**src/shared/eccc_defines.svh**
```systemverilog
`ifndef ECCC_DEFINES_SVH
`define ECCC_DEFINES_SVH

`define ECCC_CLK_PERIOD_NS    40
`define ECCC_FILT_STAGES      3
`define ECCC_PRESC_W          10
`define ECCC_PSEL_W           4
`define ECCC_SSEL_W           2
`define ECCC_CNT_W            16
`define ECCC_NARROW_MAX       16'h00ff
`define ECCC_WIDE_MAX         16'hffff
`define ECCC_ZERO             16'h0000
`define ECCC_PSEL_EXT         4'h9
`define ECCC_SDIV_32          10'h01f
`define ECCC_SDIV_64          10'h03f
`define ECCC_SDIV_128         10'h07f
`define ECCC_EDGE_FALL        2'h0
`define ECCC_EDGE_RISE        2'h1
`define ECCC_EDGE_BOTH        2'h2
`define ECCC_EDGE_NONE        2'h3

`endif

```
**src/shared/eccc_pkg.sv**
```systemverilog
package eccc_pkg;
  typedef struct packed {
    logic        count_run_bit;
    logic        width_select_bit;
    logic [3:0]  prescaler_select_reg;
    logic [1:0]  sample_clock_select;
    logic [1:0]  edge_select_reg;
    logic        shared_reg_func_sel;
    logic        clear_on_match_a;
    logic        clear_on_shared;
  } eccc_ctrl_s;

  typedef struct packed {
    logic        wr_a;
    logic        wr_b;
    logic [15:0] data;
  } eccc_cmp_wr_s;
endpackage : eccc_pkg

```
**src/hdl/eccc_top.sv**
```systemverilog
`include "eccc_defines.svh"

module eccc_top (
  input  wire logic                 mclk_i,
  input  wire logic                 sys_rst_i,
  input  wire eccc_pkg::eccc_ctrl_s ctrl_i,
  input  wire eccc_pkg::eccc_cmp_wr_s cmp_wr_i,
  input  wire logic                 ovf_clear_i,
  input  wire logic                 ext_trigger_pin_i,
  output logic [15:0]               counter_o,
  output logic [15:0]               compare_reg_a_o,
  output logic [15:0]               shared_capcomp_reg_o,
  output logic [15:0]               dedicated_capture_reg_o,
  output logic                      overflow_flag_o,
  output logic                      match_irq_a_o,
  output logic                      match_irq_b_o,
  output logic                      edge_irq_o
);
  logic [15:0] cnt_reg;
  logic [15:0] cnt_next;
  logic [9:0]  presc_reg;
  logic        started_reg;
  logic        clr_pend_reg;
  logic        run_d_reg;
  logic        edge_det;
  logic        cnt_clk;
  logic        int_tick;
  logic [15:0] max_val;
  logic        match_a;
  logic        match_b;
  logic        cap_clr;
  logic        irq_a_reg;
  logic        irq_b_reg;

  function automatic logic [9:0] presc_mask(input logic [3:0] sel);
    logic [9:0] m;
    m = 10'h000;
    unique case (sel)
      4'h0: m = 10'h003;
      4'h1: m = 10'h007;
      4'h2: m = 10'h00f;
      4'h3: m = 10'h01f;
      4'h4: m = 10'h03f;
      4'h5: m = 10'h07f;
      4'h6: m = 10'h0ff;
      4'h7: m = 10'h1ff;
      default: m = 10'h3ff;
    endcase
    return m;
  endfunction : presc_mask

  function automatic logic [15:0] width_mask(input logic [15:0] v, input logic wide);
    return wide ? v : (v & `ECCC_NARROW_MAX);
  endfunction : width_mask

  eccc_edge_detect u_edge (
    .mclk_i                 (mclk_i),
    .sys_rst_i              (sys_rst_i),
    .ext_trigger_pin_i      (ext_trigger_pin_i),
    .sample_clock_select_i  (ctrl_i.sample_clock_select),
    .edge_select_reg_i      (ctrl_i.edge_select_reg),
    .detected_edge_signal_o (edge_det)
  );

  // Prescaler divides system clock by 4..1024
  always_ff @(posedge mclk_i)
  begin
    if (sys_rst_i || !ctrl_i.count_run_bit)
      presc_reg <= 10'h000;
    else
      presc_reg <= presc_reg + 10'h001;
  end

  assign int_tick = ((presc_reg & presc_mask(ctrl_i.prescaler_select_reg)) ==
                     presc_mask(ctrl_i.prescaler_select_reg));
  assign cnt_clk  = ctrl_i.count_run_bit &&
                    ((ctrl_i.prescaler_select_reg == `ECCC_PSEL_EXT) ? edge_det
                                                                    : int_tick);
  assign max_val  = ctrl_i.width_select_bit ? `ECCC_WIDE_MAX : `ECCC_NARROW_MAX;
  assign match_a  = (cnt_next == width_mask(compare_reg_a_o, ctrl_i.width_select_bit));
  assign match_b  = !ctrl_i.shared_reg_func_sel &&
                    (cnt_next == width_mask(shared_capcomp_reg_o, ctrl_i.width_select_bit));
  assign cap_clr  = ctrl_i.count_run_bit && edge_det &&
                    ctrl_i.shared_reg_func_sel && ctrl_i.clear_on_shared;

  always_comb
  begin
    if (!started_reg || clr_pend_reg)
      cnt_next = `ECCC_ZERO;
    else if (cnt_reg == max_val)
      cnt_next = `ECCC_ZERO;
    else
      cnt_next = cnt_reg + 16'h0001;
  end

  always_ff @(posedge mclk_i)
  begin
    if (sys_rst_i)
      run_d_reg <= 1'b0;
    else
      run_d_reg <= ctrl_i.count_run_bit;
  end

  // Counter
  always_ff @(posedge mclk_i)
  begin
    if (sys_rst_i || !ctrl_i.count_run_bit)
    begin
      cnt_reg     <= `ECCC_ZERO;
      started_reg <= 1'b0;
    end
    else if (cnt_clk)
    begin
      cnt_reg     <= cnt_next;
      started_reg <= 1'b1;
    end
  end

  // Pending clear from match or capture
  always_ff @(posedge mclk_i)
  begin
    if (sys_rst_i || !ctrl_i.count_run_bit)
      clr_pend_reg <= 1'b0;
    else if (cap_clr ||
             (cnt_clk && started_reg &&
              ((match_a && ctrl_i.clear_on_match_a) ||
               (match_b && ctrl_i.clear_on_shared))))
      clr_pend_reg <= 1'b1;
    else if (cnt_clk)
      clr_pend_reg <= 1'b0;
  end

  // Match interrupts fire only on a counter clock tick, including wrap or clear to zero
  // Delayed one cycle so the pulse lines up with the matching counter_o
  always_ff @(posedge mclk_i)
  begin
    if (sys_rst_i)
    begin
      irq_a_reg     <= 1'b0;
      irq_b_reg     <= 1'b0;
      match_irq_a_o <= 1'b0;
      match_irq_b_o <= 1'b0;
    end
    else
    begin
      irq_a_reg     <= cnt_clk && started_reg && match_a;
      irq_b_reg     <= cnt_clk && started_reg && match_b;
      match_irq_a_o <= irq_a_reg;
      match_irq_b_o <= irq_b_reg;
    end
  end

  always_ff @(posedge mclk_i)
  begin
    if (sys_rst_i)
      overflow_flag_o <= 1'b0;
    else if (cnt_clk && started_reg && !clr_pend_reg && cnt_reg == max_val)
      overflow_flag_o <= 1'b1;
    else if (ovf_clear_i)
      overflow_flag_o <= 1'b0;
  end

  // Compare registers written by software
  always_ff @(posedge mclk_i)
  begin
    if (sys_rst_i)
      compare_reg_a_o <= `ECCC_ZERO;
    else if (cmp_wr_i.wr_a)
      compare_reg_a_o <= cmp_wr_i.data;
  end

  // Captures hold until next trigger
  always_ff @(posedge mclk_i)
  begin
    if (sys_rst_i)
      shared_capcomp_reg_o <= `ECCC_ZERO;
    else if (ctrl_i.shared_reg_func_sel && ctrl_i.count_run_bit && edge_det)
      shared_capcomp_reg_o <= cnt_reg;
    else if (!ctrl_i.shared_reg_func_sel && cmp_wr_i.wr_b)
      shared_capcomp_reg_o <= cmp_wr_i.data;
  end

  always_ff @(posedge mclk_i)
  begin
    if (sys_rst_i)
      dedicated_capture_reg_o <= `ECCC_ZERO;
    else if (ctrl_i.count_run_bit && edge_det)
      dedicated_capture_reg_o <= cnt_reg;
  end

  always_ff @(posedge mclk_i)
  begin
    if (sys_rst_i)
    begin
      counter_o  <= `ECCC_ZERO;
      edge_irq_o <= 1'b0;
    end
    else
    begin
      counter_o  <= (ctrl_i.count_run_bit && run_d_reg) ? cnt_reg : `ECCC_ZERO;
      edge_irq_o <= edge_det;
    end
  end
endmodule : eccc_top

```
**src/hdl/eccc_edge_detect.sv**
```systemverilog
`include "eccc_defines.svh"

module eccc_edge_detect (
  input  wire logic       mclk_i,
  input  wire logic       sys_rst_i,
  input  wire logic       ext_trigger_pin_i,
  input  wire logic [1:0] sample_clock_select_i,
  input  wire logic [1:0] edge_select_reg_i,
  output logic            detected_edge_signal_o
);
  logic [2:0] sync_reg;
  logic [9:0] sdiv_reg;
  logic       smp_en;
  logic [2:0] filt_reg;
  logic       level_reg;
  logic       pin_lvl_reg;

  always_comb
  begin
    unique case (sample_clock_select_i)
      2'h0: smp_en = 1'b1;
      2'h1: smp_en = (sdiv_reg & `ECCC_SDIV_32) == 10'h000;
      2'h2: smp_en = (sdiv_reg & `ECCC_SDIV_64) == 10'h000;
      2'h3: smp_en = (sdiv_reg & `ECCC_SDIV_128) == 10'h000;
    endcase
  end

  // Pin synchroniser, three stages
  always_ff @(posedge mclk_i)
  begin
    if (sys_rst_i)
      sync_reg <= 3'h0;
    else
      sync_reg <= {sync_reg[1:0], ext_trigger_pin_i};
  end

  always_ff @(posedge mclk_i)
  begin
    if (sys_rst_i)
      sdiv_reg <= 10'h000;
    else
      sdiv_reg <= sdiv_reg + 10'h001;
  end

  // Agreed pin level, kept so that a level keeps its full width
  always_ff @(posedge mclk_i)
  begin
    if (sys_rst_i)
      pin_lvl_reg <= 1'b0;
    else if (sync_reg[1] == sync_reg[2])
      pin_lvl_reg <= sync_reg[2];
  end

  // Level must stand three samples before it is accepted
  always_ff @(posedge mclk_i)
  begin
    if (sys_rst_i)
      filt_reg <= 3'h0;
    else if (smp_en)
      filt_reg <= {filt_reg[1:0], pin_lvl_reg};
  end

  always_ff @(posedge mclk_i)
  begin
    if (sys_rst_i)
    begin
      level_reg              <= 1'b0;
      detected_edge_signal_o <= 1'b0;
    end
    else
    begin
      detected_edge_signal_o <= 1'b0;
      if (filt_reg == 3'h7 && !level_reg)
      begin
        level_reg              <= 1'b1;
        detected_edge_signal_o <= (edge_select_reg_i == `ECCC_EDGE_RISE) ||
                                  (edge_select_reg_i == `ECCC_EDGE_BOTH);
      end
      else if (filt_reg == 3'h0 && level_reg)
      begin
        level_reg              <= 1'b0;
        detected_edge_signal_o <= (edge_select_reg_i == `ECCC_EDGE_FALL) ||
                                  (edge_select_reg_i == `ECCC_EDGE_BOTH);
      end
    end
  end
endmodule : eccc_edge_detect

```
**config.mk**
```make
export PLATFORM = sky130hd
export DESIGN_NAME = eccc_top
export DESIGN_NICKNAME = d
export VERILOG_FILES = /design/src/shared/eccc_pkg.sv /design/src/hdl/eccc_top.sv /design/src/hdl/eccc_edge_detect.sv
export VERILOG_INCLUDE_DIRS = /design/src /design/src/shared
export SDC_FILE = /design/constraint.sdc
export NUM_CORES = 1
export LEC_CHECK = 0
export BUFFER_PORTS_ARGS = -buffer_cell sky130_fd_sc_hd__buf_2
export CAP_MARGIN = 15
export CORE_MARGIN = 2
export CORE_UTILIZATION = 50
export DETAILED_ROUTE_END_ITERATION = 7
export GPL_TIMING_DRIVEN = 0
export PLACE_DENSITY = 0.81
export SLEW_MARGIN = 15
export SYNTH_ARGS = -nofsm -noshare
export SYNTH_HDL_FRONTEND = slang
export SYNTH_SLANG_ARGS = --single-unit
```
**constraint.sdc**
```tcl
create_clock -name mclk_i -period 3.18 [get_ports mclk_i]
set_clock_uncertainty 0.05 [all_clocks]
set_input_delay 0.159 -clock mclk_i [delete_from_list [all_inputs] [get_ports mclk_i]]
set_output_delay 0.159 -clock mclk_i [all_outputs]
set_load 0.03 [all_outputs]
```
## After elaboration in Yosys (flattened, before gate mapping)

Memory sizes are Yosys's and may differ from the RTL's.
Cells that the tools add are included.

- Register bits after elaboration: 118
- Bits in read-only memories: 112
- Input bits: 35
- Output and inout bits: 68
- Logic and storage cells: 100
- Memories kept: 2

- $add $sub $neg: 3
- Eq/ne operators: 12
- Multiplexer cells: 19
- Bitwise logic cells: 2
- Reduce and logical (&&, ||, !) cells: 41

Memories:

| name | depth | bits a word | rd ports | clocked after Yosys merged registers in | wr ports | RTL line | RTL |
|---|---|---|---|---|---|---|---|
| (no name shown) | 8 | 7 | 1 | 0 | 0 | eccc_top.sv:38 | `unique case (sel)` |
| (no name shown) | 8 | 7 | 1 | 0 | 0 | eccc_top.sv:38 |  |

Operator list:

| kind | number |
|---|---|
| two-way mux 16 bit | 7 |
| equality test 16 bit | 3 |
| zero test 10 bit | 3 |
| adder 10 x 1 -> 10 bit, second input constant | 2 |
| two-way mux 10 bit | 2 |
| logical AND 1 bit | 19 |
| adder 16 x 1 -> 16 bit, second input constant | 1 |
| bitwise AND 10 bit | 1 |
| equality test 10 bit | 1 |
| two-way mux 1 bit | 9 |
| nonzero test 2 bit | 4 |
| equality test 2 bit, second input constant | 3 |
| logical OR 1 bit | 6 |
| zero test 1 bit | 5 |
| equality test 2 x 1 -> 1 bit, second input constant | 2 |
| equality test 4 bit, second input constant | 1 |
| zero test 2 bit | 2 |
| case mux 1 bit (4 select lines) | 1 |
| equality test 3 bit, second input constant | 1 |
| zero test 3 bit | 1 |
| OR reduction 2 bit | 1 |
| equality test 1 bit | 1 |
| inverter 1 bit | 1 |

## Longest topological paths before layout

- Word-level depth: 11
- Gate-level depth with buffers: 11
- Mapped depth without buffers: 9

## Cells and area by module

From an unflattened synthesis, not the netlist that was laid out.

- Cells, all modules: 648
- Area, all modules: 5,400.2 um^2

By module, submodules not included:

| module | times used | cells an instance | area an instance (um^2) | sequential area each (um^2) |
|---|---|---|---|---|
| eccc_top | 1 | 579 | 4,732.0 | 1,981.9 |
| eccc_edge_detect | 1 | 69 | 668.1 | 320.3 |

## Worst setup path before layout

OpenSTA, ideal clock, no wires.

- Kind: reg-to-reg
- Start point: register cnt_reg[1]
- End point: register irq_a_reg
- Setup time: 0.087 ns
- Arrival: 2.468 ns
- Path slack: 0.574 ns
- Stages on the path, launching flop included: 12
- Path buffers: 2
- Clock period less this slack: 2.606 ns
- Cell sequence: dfxtp_1 -> ha_1 -> buf_4 -> nand4_1 -> buf_2 -> or4_1 -> o311ai_1 -> o21ai_1 -> o31a_1 -> a211oi_1 -> nand4_1 -> nor4b_2

- Word-level cells in the longest chain between the ends: 5
- Elaborated cells between the ends (all ways): 6
- Those cells by class: add/sub: 1; eq/ne: 2; mux: 2; reduce/logical: 1

Ends and longest elaborated chain:

| item | RTL line | RTL |
|---|---|---|
| start: declaration | eccc_top.sv:19 | `logic [15:0] cnt_reg;` |
| start signal: assignment | eccc_top.sv:109 | `` cnt_reg <= `ECCC_ZERO; `` |
| start signal: assignment | eccc_top.sv:114 | `cnt_reg <= cnt_next;` |
| adder 16 x 1 -> 16 bit / equality test 16 bit (equally long branches) | eccc_top.sv:93, eccc_top.sv:90 |  |
| two-way mux 16 bit (*) | eccc_top.sv:90 | `else if (cnt_reg == max_val)` |
| two-way mux 16 bit (*) | eccc_top.sv:88 | `if (!started_reg \|\| clr_pend_reg)` |
| equality test 16 bit (*) | eccc_top.sv:80 | `assign match_a = (cnt_next == width_mask(compare_reg_a_o, ctrl_i.width_select_bit));` |
| logical AND 1 bit (*) | eccc_top.sv:146 | `irq_a_reg <= cnt_clk && started_reg && match_a;` |
| end signal: assignment | eccc_top.sv:146 |  |
| end: declaration | eccc_top.sv:32 | `logic irq_a_reg;` |

Mark *: on every way between the ends. The rest lies on a longest branch, timed or not.
A chain may end at the register's enable or synchronous reset.

## Final worst setup path

- Start point: register cnt_reg[1]
- End point: register clr_pend_reg

- Word-level cells in the longest chain between the ends: 10
- Elaborated cells between the ends (all ways): 14
- Those cells by class: add/sub: 1; eq/ne: 3; mux: 3; reduce/logical: 7

Ends and longest elaborated chain:

| item | RTL line | RTL |
|---|---|---|
| adder 16 x 1 -> 16 bit / equality test 16 bit (equally long branches) | eccc_top.sv:93, eccc_top.sv:90 |  |
| two-way mux 16 bit (*) | eccc_top.sv:90 |  |
| two-way mux 16 bit (*) | eccc_top.sv:88 |  |
| equality test 16 bit | eccc_top.sv:82 | `(cnt_next == width_mask(shared_capcomp_reg_o, ctrl_i.width_select_bit));` |
| logical AND 1 bit | eccc_top.sv:81 | `assign match_b = !ctrl_i.shared_reg_func_sel &&` |
| logical AND 1 bit | eccc_top.sv:127 | `(match_b && ctrl_i.clear_on_shared))))` |
| logical OR 1 bit (*) | eccc_top.sv:126 | `((match_a && ctrl_i.clear_on_match_a) \|\|` |
| logical AND 1 bit (*) | eccc_top.sv:125 | `(cnt_clk && started_reg &&` |
| logical OR 1 bit (*) | eccc_top.sv:124 | `else if (cap_clr \|\|` |
| two-way mux 1 bit / nonzero test 2 bit (equally long branches) | -- |  |
| end signal: assignment | eccc_top.sv:123 | `clr_pend_reg <= 1'b0;` |
| end signal: assignment | eccc_top.sv:128 | `clr_pend_reg <= 1'b1;` |
| end signal: assignment | eccc_top.sv:130 | `clr_pend_reg <= 1'b0;` |
| end: declaration | eccc_top.sv:23 | `logic clr_pend_reg;` |

Marks and branches as above.

==> out/results.tsv <==
stage	metric	value	unit
clock_tree	cts_buffers	17	
timing	period_share	0.9530	
timing	slew_viol_final	0	
finish	antennaDiodeCount	0	
setup_path	slowest_stage	dfxtp_2	
pwr	vdd_ir_drop_max	390.0	µV
die	num_rows	39	
timing	final_hold_viol_count	0	
setup_path	critPathArrivalTime	3330	ps
synthesis	synthAdderAreaFrac	0.01448	
timing	rsz0062_at_grt	false	
routing	first_pass_iters	6	
global_route	grt_start_max_net_pins	17	
clock_tree	cts-htree-levels	4	
die	start_util	0.5145	
pwr	cellPowerDensity	527.6	mW/mm²
die	die_y	112.4	µm
place	place_congestion	1.003	
pwr	leakage	0.003075	µW
routing	wl	18.03	mm
routing	ant_nets	0	
setup_path	cp_max_fo	10	
synthesis	synthXorXnorAreaFrac	0.05815	
routing	drt_iter0_drc	652	
global_route	grt_pass1_wl	28.87	mm
die	die_w	112.4	µm
synthesis	syn_nets	750	
setup_path	endpoint_kind	flip-flop	
global_route	grt_pass1_vias	5723	
synthesis	synth-compound-area-share	0.1827	
finish	area_delta_synth_final	26.07	%
synthesis	synth_top_family_by_area	simple AND/OR/NAND/NOR gates	
setup_path	timing.critical_path.cells	ha_1 -> buf_4 -> nand4_1 -> nor2_2 -> o21ai_2 -> nand2_1 -> clkbuf_2 -> o21ai_0 -> a22oi_1 -> nand4_1 -> a31oi_1	
pwr	p_int	2994	µW
routing	wire_per_inst	18.01	µm
clock_tree	root_buffer	clkbuf_16	
synthesis	synth_top_flop_cell	dfxtp_1	
pwr	switching_share	0.2337	
clock_tree	clkTransAtPathRegs	50	ps
global_route	grt-ovfl-total	0	
setup_path	start_kind	flip-flop	
pwr	power.share.sequential	0.386	
pwr	p_sw	913.2	µW
timing	relSlewSlack	0.4366	
flow_run	max_cap_violations	0	
setup_path	slowest_delay	420	ps
die	io_pins	103	
timing	finalSetupViolations	0	
setup_path	critical_path_class	reg2reg	
setup_path	path_buf_inv	2	
synthesis	yosys.area_share.simple	0.2641	
synthesis	synth_seq_cells	115	
place	port_buffers	99	
routing	drc	0	
worst_hold_path	min_path_type	in2reg	
timing	finalSetupTns	0	ps
finish	post-route-util	0.6486	
routing	vias	6021	
clock_tree	cts_tree	done	
pwr	combPwrFrac	0.075	
synthesis	syn-cell-area	0.005874	mm²
place	place_area	0.006549	mm²
synthesis	async_flop_share	0	
status	status	finished, final reports clean	
global_route	antenna_found_initial	1	
pwr	power_frac_clock	0.539	
die	design.core.area	0.01142	mm²
clock_tree	clock_path_buffers	2	
timing	final.min_clock_period	3031	ps
setup_path	crit_required	3480	ps
clock_tree	clkSinkCount	115	
place	dp.final_hpwl	12.74	mm
timing	fmax	330.0	MHz
synthesis	ys_seq_area_frac	0.3919	
clock_tree	worstSkewPairLatency	430	ps
synthesis	syn_inst	709	
routing	viasPerCell	6.015	
finish	nets	886	
setup_path	crit_top_cell	nand4_1	
die	die_area	0.01263	mm²
synthesis	yosys-mux-area-fraction	0.04302	
finish	layout-drive-gt1-share	0.1981	
setup_path	path_delay_family	simple AND/OR/NAND/NOR gates	
finish	final_cell_area	0.007406	mm²
synthesis	ys_types	73	
synthesis	yosys_warnings	0	
synthesis	postSynthAreaPerCell	8.285	µm²
synthesis	synth_edf_count	0	
global_route	grt_usage	0.2880	
timing	tightestPinTransition	845.2	ps
## path summary, 6_finish.rpt
path                           start            endpoint  slack [ps]  cells past startpoint
setup / recovery          cnt_reg[1]        clr_pend_reg         150                     11
hold reg to reg   u_edge.sync_reg[0]  u_edge.sync_reg[1]         390                      1
hold / removal           ovf_clear_i     overflow_flag_o          20                      4
setup reg to reg          cnt_reg[1]        clr_pend_reg         150                     11
## power groups by stage
stage | Sequential [µW] | Clock (µW) | Combinational, µW
detailed placement | 1540 | 0 | 267
floorplan | 1570 | 0 | 137
CTS | 1510 | 2120 | 288
global route | 1510 | 2180 | 318
finish | 1510 | 2100 | 293
global placement | 1540 | 0 | 264
## worst reg2reg max path, cell delays in order, from the launching register on
cell and delay [ps]:
dfxtp_2 420, ha_1 180, buf_4 170, nand4_1 180, nor2_2 410, o21ai_2 240, nand2_1 290, clkbuf_2 320
o21ai_0 160, a22oi_1 160, nand4_1 180, a31oi_1 200
## cells in the mapped netlist, types with 4 or more instances
cell type,count,area share
and3_1,25,0.027
o21ai_0,38,0.032
a21oi_1,63,0.054
o31ai_1,4,0.0051
xor2_1,18,0.027
a311oi_1,4,0.0060
and2_1,5,0.0053
inv_1,16,0.010
buf_2,10,0.0085
nand3_1,20,0.017
nor2b_1,14,0.015
o31a_1,4,0.0060
nand4_1,12,0.013
or3_1,7,0.0075
nor2_1,73,0.047
dfxtp_1,115,0.39
ha_1,6,0.013
a22oi_1,17,0.022
mux2i_1,23,0.039
nor3_1,5,0.0043
clkbuf_1,37,0.024
and4_1,4,0.0060
nor4_1,4,0.0043
nand2_1,79,0.050
or4_1,4,0.0051
o2111ai_1,4,0.0060
nand3b_1,7,0.0089
xnor2_1,14,0.021
## metrics by stage
stage	cells	power, µW	setup WS, ps	hold WS [ps]
2_1_floorplan	709	1706	574.4	237.2
3_3_place_gp	951	1801	34.44	321.1
3_5_place_dp	951	1805	16.38	346.3
4_1_cts	1001	3921	46.47	3.765
5_1_grt	1001	4014	5.981	49.46
6_report	1001	3908	149.4	17.88
## cell type report
cell class              instances  area (µm²)
fillers                       997        4013
multi-input cells             527        3327
flip-flops and latches        115        2303
repair buffers                117       675.6
clock buffers                  19       442.9
plain buffers                  51       212.7
clock inverters                13       205.2
well taps                     143       178.9
inverters                      16       60.06
## timing repair
action,CTS,global route
hold endpoints to repair,26,0
pin swaps,0,1
setup buffers,0,0
setup endpoints to repair,1,3
resized for setup,2,7
hold buffers,18,0
## cell usage in the layout, fill, tap and decap left out, drive strengths merged, types with 5 or more instances in the layout
cell and n:
or4 5, and3 26, o21ai 43, ha 6, nand4 13, dlygate4sd3 18
and2 5, buf 113, nand3 21, nand3b 7, bufinv 5, or3 7
nor2b 14, nor4b 5, dfxtp 115, a21oi 63, nand2 80, xor2 19
xnor2 14, inv 18, a22oi 17, nor3 6, mux2i 23, nor4 9
clkbuf 56, nor2 74
## routing by layer
layer	vias up	routed length [µm]	GRT usage
met4	0	585	0.1252
met3	58	1814	0.08153
li1	2807	-	-
met1	2801	7437	0.3688
met5	-	0	0
met2	355	8191	0.4558
## cell families after synthesis
kind of cell / count (synthesis)
and+or+nand+nor: 289
AOI/OAI and AO/OA: 171
DFF: 115
buffers and inverters: 67
xor gates and xnor gates: 35
muxes: 25
adders and majority gates: 7
(Power assumes the default switching activity.)
